[src/design/csf_consts.svh]
`ifndef CSF_CONSTS_SVH
`define CSF_CONSTS_SVH

// Register byte offsets
`define CSF_OFF_CTRL 8'h00
`define CSF_OFF_UNLOCK 8'h04
`define CSF_OFF_STATUS 8'h08
`define CSF_OFF_MASK 8'h0c

// Control register fields
`define CSF_BIT_SWREQ 0
`define CSF_BIT_CF 3
`define CSF_NEXT_LSB 8
`define CSF_CUR_LSB 12
`define CSF_CTRL_RST 16'h0000

// Clock source code of the internal RC source
`define CSF_SRC_RC 3'h0

// Unlock keys, arbitrary values
`define CSF_KEY1 16'h5a5a
`define CSF_KEY2 16'ha5a5

// Interrupt status bits
`define CSF_IRQ_SWDONE 0
`define CSF_IRQ_FAIL 1
`define CSF_IRQ_RST 2'h0

// AXI responses
`define CSF_RESP_OKAY 2'h0
`define CSF_RESP_SLVERR 2'h2

// Timing
`define CSF_CLK_PERIOD_NS 10
`define CSF_FAIL_TIMEOUT_NS 2000
`define CSF_FAIL_TIMEOUT_CYC (`CSF_FAIL_TIMEOUT_NS / `CSF_CLK_PERIOD_NS)
`define CSF_SETTLE_NS 500
`define CSF_SETTLE_CYC ((`CSF_SETTLE_NS + `CSF_CLK_PERIOD_NS - 1) / `CSF_CLK_PERIOD_NS)

`endif

[src/design/csf_pkg.sv]
`default_nettype none
package csf_pkg;
    typedef logic [2:0] csf_src_t;
    typedef enum logic {CSF_SW_IDLE, CSF_SW_SETTLE} csf_sw_state_t;
    typedef enum logic [1:0] {CSF_UL_LOCKED, CSF_UL_KEY1, CSF_UL_ARMED} csf_unlock_t;
    typedef enum logic [2:0] {CSF_REG_NONE, CSF_REG_CTRL, CSF_REG_UNLOCK, CSF_REG_STATUS, CSF_REG_MASK} csf_reg_t;
endpackage
`default_nettype wire

[src/design/csf_clock_switch.sv]
// Contract
// RL1: A clock loss seen by the fail-safe monitor sets the clock-fail flag, which reads zero otherwise; the code also sets it on a software write of one.
// RL2: Software should only clear the clock-fail flag and not write a one to it in normal use.
// RL3: Writing a one to the clock-fail flag acts like a real failure, including the oscillator failure trap.
// RL4: Writing one to the switch request asks for a change of system clock to the next-source selection.
// RL5: The switch request bit returns to zero when the switch has finished, so software can poll it.
// RL6: Writes to the oscillator control register take effect only after an unlock sequence, before every write.
// RL7: Software must not switch directly between a primary PLL mode and the RC PLL mode, but go via plain RC.
// RL8: Bits 4, 2 and 1 of the control register always read as zero.
// RL9: The fail-safe monitor detects a lost clock so the application can recover or shut down.
// RL10: The unlock is a one-shot permission armed by two key writes; a write without it changes nothing.
`timescale 1ns/10ps
`default_nettype none
`include "csf_consts.svh"
module csf_clock_switch #(
    parameter int unsigned ADDR_W = 8,
    parameter int unsigned FAIL_TIMEOUT = `CSF_FAIL_TIMEOUT_CYC,
    parameter int unsigned SETTLE = `CSF_SETTLE_CYC
) (
    input wire logic aclk,
    input wire logic aresetn,
    input wire logic ce,
    input wire logic [ADDR_W-1:0] s_axi_awaddr,
    input wire logic [2:0] s_axi_awprot,
    input wire logic s_axi_awvalid,
    output logic s_axi_awready,
    input wire logic [31:0] s_axi_wdata,
    input wire logic [3:0] s_axi_wstrb,
    input wire logic s_axi_wvalid,
    output logic s_axi_wready,
    output logic [1:0] s_axi_bresp,
    output logic s_axi_bvalid,
    input wire logic s_axi_bready,
    input wire logic [ADDR_W-1:0] s_axi_araddr,
    input wire logic [2:0] s_axi_arprot,
    input wire logic s_axi_arvalid,
    output logic s_axi_arready,
    output logic [31:0] s_axi_rdata,
    output logic [1:0] s_axi_rresp,
    output logic s_axi_rvalid,
    input wire logic s_axi_rready,
    input wire logic osc_tick,
    input wire logic monitor_enable,
    output logic [2:0] source_select,
    output logic switch_active,
    output logic osc_fail_trap,
    output logic irq
);
    if (ADDR_W < 5 || ADDR_W > 32) begin : g_chk
        $error("csf_clock_switch: ADDR_W must lie between 5 and 32");
    end

    function automatic csf_pkg::csf_reg_t reg_decode(input logic [ADDR_W-1:0] addr);
        logic [ADDR_W-1:0] a;
        a = {addr[ADDR_W-1:2], 2'b00};
        if (a == ADDR_W'(`CSF_OFF_CTRL)) return csf_pkg::CSF_REG_CTRL;
        else if (a == ADDR_W'(`CSF_OFF_UNLOCK)) return csf_pkg::CSF_REG_UNLOCK;
        else if (a == ADDR_W'(`CSF_OFF_STATUS)) return csf_pkg::CSF_REG_STATUS;
        else if (a == ADDR_W'(`CSF_OFF_MASK)) return csf_pkg::CSF_REG_MASK;
        else return csf_pkg::CSF_REG_NONE;
    endfunction

    function automatic logic [15:0] merge16(input logic [15:0] old_v, input logic [15:0] new_v,
                                            input logic [1:0] strb);
        return {strb[1] ? new_v[15:8] : old_v[15:8], strb[0] ? new_v[7:0] : old_v[7:0]};
    endfunction

    logic aw_have_q;
    logic [ADDR_W-1:0] aw_addr_q;
    logic w_have_q;
    logic [31:0] w_data_q;
    logic [3:0] w_strb_q;
    logic wr_fire;
    csf_pkg::csf_reg_t wr_sel;
    csf_pkg::csf_reg_t rd_sel;
    csf_pkg::csf_unlock_t ul_q;
    csf_pkg::csf_src_t nosc_q;
    logic cf_q;
    logic start_q;
    logic [1:0] status_q;
    logic [1:0] mask_q;
    logic rd_ctrl_q;
    logic [15:0] ctrl_value;
    logic [15:0] ctrl_new;
    logic ctrl_wr;
    logic ctrl_wr_ok;
    logic cf_set_now;
    logic fail_pulse;
    logic busy;
    logic done_pulse;

    // Write channel capture, both orders accepted
    assign s_axi_awready = ce && !aw_have_q;
    assign s_axi_wready = ce && !w_have_q;
    assign wr_fire = ce && aw_have_q && w_have_q && !s_axi_bvalid;
    assign wr_sel = reg_decode(aw_addr_q);
    assign ctrl_wr = wr_fire && (wr_sel == csf_pkg::CSF_REG_CTRL);
    assign ctrl_wr_ok = ctrl_wr && (ul_q == csf_pkg::CSF_UL_ARMED); // [RL6]
    assign ctrl_new = merge16(ctrl_value, w_data_q[15:0], w_strb_q[1:0]);

    always_ff @(posedge aclk) begin
        if (!aresetn) begin
            aw_have_q <= 1'b0;
            aw_addr_q <= '0;
            w_have_q <= 1'b0;
            w_data_q <= '0;
            w_strb_q <= '0;
        end else if (ce) begin
            if (s_axi_awvalid && s_axi_awready) begin
                aw_have_q <= 1'b1;
                aw_addr_q <= s_axi_awaddr;
            end else if (wr_fire) begin
                aw_have_q <= 1'b0;
            end
            if (s_axi_wvalid && s_axi_wready) begin
                w_have_q <= 1'b1;
                w_data_q <= s_axi_wdata;
                w_strb_q <= s_axi_wstrb;
            end else if (wr_fire) begin
                w_have_q <= 1'b0;
            end
        end
    end

    // Write response
    always_ff @(posedge aclk) begin
        if (!aresetn) begin
            s_axi_bvalid <= 1'b0;
            s_axi_bresp <= `CSF_RESP_OKAY;
        end else if (ce) begin
            if (wr_fire) begin
                s_axi_bvalid <= 1'b1;
                s_axi_bresp <= (wr_sel == csf_pkg::CSF_REG_NONE) ? `CSF_RESP_SLVERR : `CSF_RESP_OKAY;
            end else if (s_axi_bready) begin
                s_axi_bvalid <= 1'b0;
            end
        end
    end

    // Unlock guard: two key writes arm one control write
    always_ff @(posedge aclk) begin
        if (!aresetn) begin
            ul_q <= csf_pkg::CSF_UL_LOCKED;
        end else if (ce) begin
            if (ctrl_wr) begin
                ul_q <= csf_pkg::CSF_UL_LOCKED; // [RL10]
            end else if (wr_fire && wr_sel == csf_pkg::CSF_REG_UNLOCK) begin
                if (w_strb_q[1:0] != 2'h3) begin
                    ul_q <= csf_pkg::CSF_UL_LOCKED;
                end else if (ul_q == csf_pkg::CSF_UL_KEY1 && w_data_q[15:0] == `CSF_KEY2) begin
                    ul_q <= csf_pkg::CSF_UL_ARMED; // [RL10]
                end else if (w_data_q[15:0] == `CSF_KEY1) begin
                    ul_q <= csf_pkg::CSF_UL_KEY1;
                end else begin
                    ul_q <= csf_pkg::CSF_UL_LOCKED;
                end
            end
        end
    end

    // A new failure, from the monitor or from software
    assign cf_set_now = fail_pulse || (ctrl_wr_ok && ctrl_new[`CSF_BIT_CF] && !cf_q); // [RL3]

    // Next-source selection and switch request
    always_ff @(posedge aclk) begin
        if (!aresetn) begin
            nosc_q <= `CSF_SRC_RC;
            start_q <= 1'b0;
        end else if (ce) begin
            start_q <= 1'b0;
            if (ctrl_wr_ok) begin
                nosc_q <= ctrl_new[`CSF_NEXT_LSB +: 3];
                if (ctrl_new[`CSF_BIT_SWREQ] && !busy && !start_q && !cf_set_now) begin
                    start_q <= 1'b1; // [RL4]
                end
            end
        end
    end

    // Clock-fail flag; a hardware set wins over a clearing write
    always_ff @(posedge aclk) begin
        if (!aresetn) begin
            cf_q <= 1'b0;
        end else if (ce) begin
            if (fail_pulse) begin
                cf_q <= 1'b1; // [RL1]
            end else if (ctrl_wr_ok) begin
                cf_q <= ctrl_new[`CSF_BIT_CF]; // [RL3]
            end
        end
    end

    // Interrupt status, write one to clear, set wins
    always_ff @(posedge aclk) begin
        if (!aresetn) begin
            status_q <= `CSF_IRQ_RST;
            mask_q <= `CSF_IRQ_RST;
        end else if (ce) begin
            status_q <= (status_q & ~((wr_fire && wr_sel == csf_pkg::CSF_REG_STATUS && w_strb_q[0])
                        ? w_data_q[1:0] : 2'h0)) | {cf_set_now, done_pulse};
            if (wr_fire && wr_sel == csf_pkg::CSF_REG_MASK && w_strb_q[0]) begin
                mask_q <= w_data_q[1:0];
            end
        end
    end

    assign irq = |(status_q & mask_q);
    assign osc_fail_trap = cf_q; // [RL3]
    assign switch_active = busy;

    // Control register view; unimplemented bits stay zero
    always_comb begin
        ctrl_value = `CSF_CTRL_RST;
        ctrl_value[`CSF_CUR_LSB +: 3] = source_select;
        ctrl_value[`CSF_NEXT_LSB +: 3] = nosc_q;
        ctrl_value[`CSF_BIT_CF] = cf_q; // [RL1]
        ctrl_value[`CSF_BIT_SWREQ] = start_q || busy; // [RL5]
    end

    // Read channel
    assign s_axi_arready = ce && !s_axi_rvalid;
    assign rd_sel = reg_decode(s_axi_araddr);

    always_ff @(posedge aclk) begin
        if (!aresetn) begin
            s_axi_rvalid <= 1'b0;
            s_axi_rdata <= '0;
            s_axi_rresp <= `CSF_RESP_OKAY;
            rd_ctrl_q <= 1'b0;
        end else if (ce) begin
            if (s_axi_arvalid && s_axi_arready) begin
                s_axi_rvalid <= 1'b1;
                rd_ctrl_q <= (rd_sel == csf_pkg::CSF_REG_CTRL);
                s_axi_rresp <= (rd_sel == csf_pkg::CSF_REG_NONE) ? `CSF_RESP_SLVERR : `CSF_RESP_OKAY;
                case (rd_sel)
                    csf_pkg::CSF_REG_CTRL: s_axi_rdata <= {16'h0000, ctrl_value}; // [RL8]
                    csf_pkg::CSF_REG_UNLOCK: s_axi_rdata <= {31'h0, ul_q == csf_pkg::CSF_UL_ARMED};
                    csf_pkg::CSF_REG_STATUS: s_axi_rdata <= {30'h0, status_q};
                    csf_pkg::CSF_REG_MASK: s_axi_rdata <= {30'h0, mask_q};
                    default: s_axi_rdata <= '0;
                endcase
            end else if (s_axi_rready) begin
                s_axi_rvalid <= 1'b0;
            end
        end
    end

    csf_fail_monitor #(
        .TIMEOUT(FAIL_TIMEOUT)
    ) u_monitor (
        .aclk(aclk),
        .aresetn(aresetn),
        .ce(ce),
        .enable(monitor_enable),
        .src_tick(osc_tick),
        .fail_pulse(fail_pulse)
    );

    csf_switch_seq #(
        .SETTLE(SETTLE)
    ) u_switch (
        .aclk(aclk),
        .aresetn(aresetn),
        .ce(ce),
        .start(start_q),
        .target(nosc_q),
        .abort(cf_set_now),
        .busy(busy),
        .done_pulse(done_pulse),
        .cur_src(source_select)
    );

    AST_CF_SET: assert property (@(posedge aclk) disable iff (!aresetn) // [RL1]
        ce && fail_pulse |=> cf_q && osc_fail_trap && source_select == `CSF_SRC_RC && status_q[`CSF_IRQ_FAIL])
        else $error("Clock loss did not set the fail flag");

    AST_SW_TRAP: assert property (@(posedge aclk) disable iff (!aresetn) // [RL3]
        ctrl_wr_ok && ctrl_new[`CSF_BIT_CF] && !cf_q |=> osc_fail_trap && source_select == `CSF_SRC_RC
        && status_q[`CSF_IRQ_FAIL])
        else $error("Software fail write did not raise the trap");

    AST_CF_HOLD: assert property (@(posedge aclk) disable iff (!aresetn) // [RL1]
        !fail_pulse && !ctrl_wr_ok |=> $stable(cf_q))
        else $error("Clock-fail flag changed with no failure and no write");

    AST_START_BUSY: assert property (@(posedge aclk) disable iff (!aresetn) // [RL4]
        ce && start_q && !cf_set_now |=> busy)
        else $error("Switch request did not start the switch");

    AST_SWREQ_DONE: assert property (@(posedge aclk) disable iff (!aresetn) // [RL5]
        done_pulse |-> ctrl_value[`CSF_BIT_SWREQ] == 1'b0)
        else $error("Switch request bit still set after the switch");

    AST_LOCKED_WRITE: assert property (@(posedge aclk) disable iff (!aresetn) // [RL6]
        ctrl_wr && ul_q != csf_pkg::CSF_UL_ARMED && !fail_pulse |=> $stable(nosc_q) && $stable(cf_q) && !start_q)
        else $error("Locked control write changed the register");

    AST_ONE_SHOT: assert property (@(posedge aclk) disable iff (!aresetn) // [RL10]
        ctrl_wr ##1 (!wr_fire || wr_sel != csf_pkg::CSF_REG_UNLOCK) [*2] |-> ul_q != csf_pkg::CSF_UL_ARMED)
        else $error("Unlock permission survived a control write");

    AST_RSVD_ZERO: assert property (@(posedge aclk) disable iff (!aresetn) // [RL8]
        s_axi_rvalid && rd_ctrl_q |-> s_axi_rdata[4] == 1'b0 && s_axi_rdata[2:1] == 2'h0)
        else $error("Unimplemented control bits read nonzero");
endmodule
`default_nettype wire

[src/design/csf_fail_monitor.sv]
`timescale 1ns/10ps
`default_nettype none
`include "csf_consts.svh"
module csf_fail_monitor #(
    parameter int unsigned TIMEOUT = `CSF_FAIL_TIMEOUT_CYC
) (
    input wire logic aclk,
    input wire logic aresetn,
    input wire logic ce,
    input wire logic enable,
    input wire logic src_tick,
    output logic fail_pulse
);
    localparam int unsigned CW = $clog2(TIMEOUT + 1);

    if (TIMEOUT < 2) begin : g_chk
        $error("csf_fail_monitor: TIMEOUT must be at least 2");
    end

    logic [CW-1:0] cnt_q;
    logic tripped_q;

    // Counts cycles without source activity; one pulse per loss
    always_ff @(posedge aclk) begin
        if (!aresetn) begin
            cnt_q <= '0;
            tripped_q <= 1'b0;
            fail_pulse <= 1'b0;
        end else if (ce) begin
            fail_pulse <= 1'b0;
            if (!enable || src_tick) begin
                cnt_q <= '0;
                tripped_q <= 1'b0;
            end else if (!tripped_q) begin
                if (cnt_q == CW'(TIMEOUT - 1)) begin // [RL9]
                    fail_pulse <= 1'b1;
                    tripped_q <= 1'b1;
                end else begin
                    cnt_q <= cnt_q + 1'b1;
                end
            end
        end
    end

    AST_FAIL_TIMEOUT: assert property (@(posedge aclk) disable iff (!aresetn) // [RL9]
        ce && enable && !src_tick && !tripped_q && cnt_q == CW'(TIMEOUT - 1) |=> fail_pulse && tripped_q)
        else $error("Monitor did not flag a lost clock at the timeout");
endmodule
`default_nettype wire

[src/design/csf_switch_seq.sv]
`timescale 1ns/10ps
`default_nettype none
`include "csf_consts.svh"
module csf_switch_seq #(
    parameter int unsigned SETTLE = `CSF_SETTLE_CYC
) (
    input wire logic aclk,
    input wire logic aresetn,
    input wire logic ce,
    input wire logic start,
    input wire logic [2:0] target,
    input wire logic abort,
    output logic busy,
    output logic done_pulse,
    output logic [2:0] cur_src
);
    localparam int unsigned CW = $clog2(SETTLE + 1);

    if (SETTLE < 1) begin : g_chk
        $error("csf_switch_seq: SETTLE must be at least 1");
    end

    csf_pkg::csf_sw_state_t state_q;
    logic [CW-1:0] cnt_q;
    csf_pkg::csf_src_t target_q;

    assign busy = (state_q == csf_pkg::CSF_SW_SETTLE);

    // Switch sequence; a clock failure falls back to the RC source
    always_ff @(posedge aclk) begin
        if (!aresetn) begin
            state_q <= csf_pkg::CSF_SW_IDLE;
            cnt_q <= '0;
            target_q <= `CSF_SRC_RC;
            cur_src <= `CSF_SRC_RC;
            done_pulse <= 1'b0;
        end else if (ce) begin
            done_pulse <= 1'b0;
            if (abort) begin
                state_q <= csf_pkg::CSF_SW_IDLE;
                cur_src <= `CSF_SRC_RC;
            end else begin
                case (state_q)
                    csf_pkg::CSF_SW_IDLE: begin
                        if (start) begin // [RL4]
                            target_q <= target;
                            cnt_q <= '0;
                            state_q <= csf_pkg::CSF_SW_SETTLE;
                        end
                    end
                    csf_pkg::CSF_SW_SETTLE: begin
                        if (cnt_q == CW'(SETTLE - 1)) begin // [RL5]
                            cur_src <= target_q;
                            done_pulse <= 1'b1;
                            state_q <= csf_pkg::CSF_SW_IDLE;
                        end else begin
                            cnt_q <= cnt_q + 1'b1;
                        end
                    end
                    default: state_q <= csf_pkg::CSF_SW_IDLE;
                endcase
            end
        end
    end

    AST_SWITCH_LOAD: assert property (@(posedge aclk) disable iff (!aresetn) // [RL4]
        ce && start && !abort && !busy |=> busy && target_q == $past(target))
        else $error("Switch request did not load the selected source");

    AST_SWITCH_DONE: assert property (@(posedge aclk) disable iff (!aresetn) // [RL5]
        ce && busy && !abort && cnt_q == CW'(SETTLE - 1) |=> done_pulse && !busy && cur_src == $past(target_q))
        else $error("Switch did not complete after the settle time");
endmodule
`default_nettype wire

[config.mk]
export PLATFORM = sky130hd
export DESIGN_NAME = csf_clock_switch
export DESIGN_NICKNAME = d
export VERILOG_FILES = /design/src/design/csf_pkg.sv /design/src/design/csf_clock_switch.sv /design/src/design/csf_fail_monitor.sv /design/src/design/csf_switch_seq.sv
export VERILOG_INCLUDE_DIRS = /design/src /design/src/design
export SDC_FILE = /design/constraint.sdc
export NUM_CORES = 1
export LEC_CHECK = 0
export BUFFER_PORTS_ARGS = -buffer_cell sky130_fd_sc_hd__buf_4
export CORE_ASPECT_RATIO = 0.7
export CORE_MARGIN = 2
export CORE_UTILIZATION = 50
export CTS_CLUSTER_SIZE = 25
export DETAILED_ROUTE_END_ITERATION = 16
export MAX_ROUTING_LAYER = met4
export PLACE_DENSITY = 0.79
export SYNTH_ARGS = -nofsm -noshare
export SYNTH_HDL_FRONTEND = slang
export SYNTH_SLANG_ARGS = --single-unit
[constraint.sdc]
create_clock -name aclk -period 2.1 [get_ports aclk]
set_input_delay 0.105 -clock aclk [delete_from_list [all_inputs] [get_ports aclk]]
set_output_delay 0.105 -clock aclk [all_outputs]
set_load 0.02 [all_outputs]
==> flow_summary.ini <==
[logic_synthesis]
synth_warnings = 0
seq_area_frac_synth_pct = 42.5
syn_area_um2 = 3490
synth-main-ff-cell = dfxtp_1
synthDistinctLibCells = 56
syn_inst = 412
ys_ff_latch = 74
async_flop_share_pct = 0
synth_area_per_cell_um2 = 8.46
synth-edff-count = 0

[worst_setup_path]
r2r_start = w_strb_q[0]
critical_path_class = reg -> reg
reg2reg_to = u_switch.cnt_q[1]
end_kind = flop
cpPeakStageDelay_ns = 0.43
r2r.worst_path.cells = 4
worstPathMaxFanout = 13
arrival_ns = 2.09
path_cells = nor4bb_1 > and4_2 > o21ai_0 > nor3_1
required_ns = 2.37
r2r_slack_ns = 0.28
crit_path_start = w_strb_q[0]
slowest_stage = and4_2
startpoint_type = flop

[final_layout]
layout_commonest_cell = dfxtp_1
nets = 557
final_cell_mix = 74 x dfxtp_1, 70 x buf_4, 61 x nand2_1
fill_cells = 603
layout-drive-gt1-share_pct = 20.6
syn2layout_area_growth_pct = 23.6
num_antenna_cells = 0

[clock_tree]
cts_root_buf = clkbuf_8
clk_pin_slew_ns = 0.08
clock-sinks = 74
htreeDepth = 3
clk_latency_ns = 0.35
cts-buffers-inserted = 9
cts_tree = done
cts_buffer_depth = 2
cts_setup_buffers = 0

[timing]
slew_headroom_pct = 52.0
fin_setup_tns_ns = 0
rsz0062_at_grt = no
worstMarginPinSlew_ns = 0.713
setup_slack_ns = 0.282
setup_viol = 0
fmax_mhz = 550
period_needed_ns = 1.82
clock_skew_ns = 0.00745
hold_viol_final = 0
hold-worst-slack_ns = 0.0144
finalCritPeriodShare_pct = 86.6
finalMaxSlewViolations = 0

[detailed_routing]
wire_per_inst_um = 15.0
ant_nets = 0
drc_errors = 0
detail_route.vias_per_cell = 5.50
drt-initial-drc-count = 213
dr_total_vias = 3219
drtPass1Iterations = 5
drt-total-wl_mm = 8.78

[pwr]
peakVddDrop_v = 0.000462
leakagePower_nw = 1.66
total_power_mw = 2.96
cellPowerDensity_nw_per_um2 = 687

[die]
io_pins = 115
fp.dieH_um = 73.9
initial_core_util_pct = 51.6
core.rowCount = 25
dieArea_um2 = 7670
core_um2 = 6760
die_w_um = 104

[global_route]
grt_usage_pct = 24.0
grt_first_pass_wirelength_mm = 14.2
grt_max_degree = 42
first_global_vias = 2951
antenna_found_initial = 0
grt_overflow = 0

[placement]
place_ws_ns = 0.191
place_congestion = 0.905
io_buffer_count = 61
dp_hpwl_mm = 6.11

[job]
drv_cap = 0

[worst_hold_path]
hold_path.class = in -> reg
min_to = w_data_q[3]
hold_start = s_axi_wdata[3]
holdPathStages = 3

[outcome]
status = finished, final reports clean
==> area by class of cell <==
type                    instances  area (um^2)  area share [%]
multi-input cells             311         1790            41.6
flip-flops and latches         74         1480            34.4
repair buffers                 84          676            15.7
clock buffers                   9          124            2.87
well taps                      94          118            2.73
clock inverters                 7         93.8            2.18
inverters                       6         22.5           0.523
==> repair_timing <==
action,in CTS,in global routing
resized for setup,0,1
hold buffers,13,0
endpoints found under the setup margin,0,3
hold endpoints to repair,13,0
==> through the flow <==
step	util, %	area [um^2]	cells
finish	63.8	4310	585
global route	63.8	4310	585
detailed placement	58.6	3960	556
floorplan	-	3580	436
global placement	58.6	3960	556
CTS	63.8	4310	585
==> worst max-delay path by stage <==
stage,endpoint,slack [ns],depth (start not counted)
floorplan,u_switch.cnt_q[5],0.45,6
finish,u_switch.cnt_q[1],0.28,4
global route,u_switch.cnt_q[1],0.10,4
detailed placement,u_switch.cnt_q[1],0.19,4
global placement,u_switch.cnt_q[1],0.24,4
CTS,u_switch.cnt_q[1],0.17,4
==> cell families (layout without fill, tap and decap cells) <==
logic type / Yosys count / count (layout) / synth area share [%]
compound gates: 88 / 88 / 15.2
xor+xnor: 6 / 6 / 1.51
fa+ha+maj: 3 / 3 / 1.08
buf+inv: 51 / 106 / 8.68
flops: 74 / 74 / 42.5
mux: 7 / 7 / 2.37
other cells: 1 / 25 / 0.108
simple gates: 182 / 182 / 28.6
==> critical path: cells and delay by family, from the launching register on <==
family / cells / cell delay, ns
flops: 1 / 0.39
simple gates: 3 / 1.03
compound gates: 1 / 0.31
==> power by group <==
group / leakage (nW) / switching (mW) / internal [mW]
sequential: 0.599 / 0.0288 / 1.43
clock: 0.105 / 0.537 / 0.666
combinational: 0.953 / 0.173 / 0.124
total: 1.66 / 0.738 / 2.22
==> cells in the mapped netlist (all sizes together), types with 5 or more instances <==
cell type  count  area (um^2)
dfxtp         74         1480
o21ai         10         53.8
clkbuf        10         37.5
nand4         12         75.1
nand3b         5         37.5
mux2i          6         60.1
nor2          29          109
xor2           6         52.6
nor4           5         67.6
nand3         16         80.1
nand2         61          229
a21oi         49          245
inv            5         18.8
nor3           6         30.0
a22oi          9         67.6
nor4bb         5         50.1
nor2b          9         56.3
and2           5         31.3
buf           35          243
==> metal layers <==
layer / share of wire [%] / up-vias / track usage, %
met5: 0 / - / -
met4: 0.93 / 0 / 7.51
met3: 7.0 / 10 / 6.39
met2: 45 / 134 / 36.8
met1: 47 / 1513 / 31.2
li1: - / 1562 / -
==> sequential cells by signal, summed over array words and instances (netlist names), 2 cells and up <==
| signal | cells |
|---|---|
| aw_addr_q | 6 |
| mask_q | 2 |
| nosc_q | 3 |
| s_axi_rdata | 9 |
| status_q | 2 |
| u_monitor.cnt_q | 8 |
| u_switch.cnt_q | 6 |
| u_switch.cur_src | 3 |
| u_switch.target_q | 3 |
| ul_q | 2 |
| w_data_q | 16 |
| w_strb_q | 2 |
Note: power is estimated with default switching activity, not from simulation.
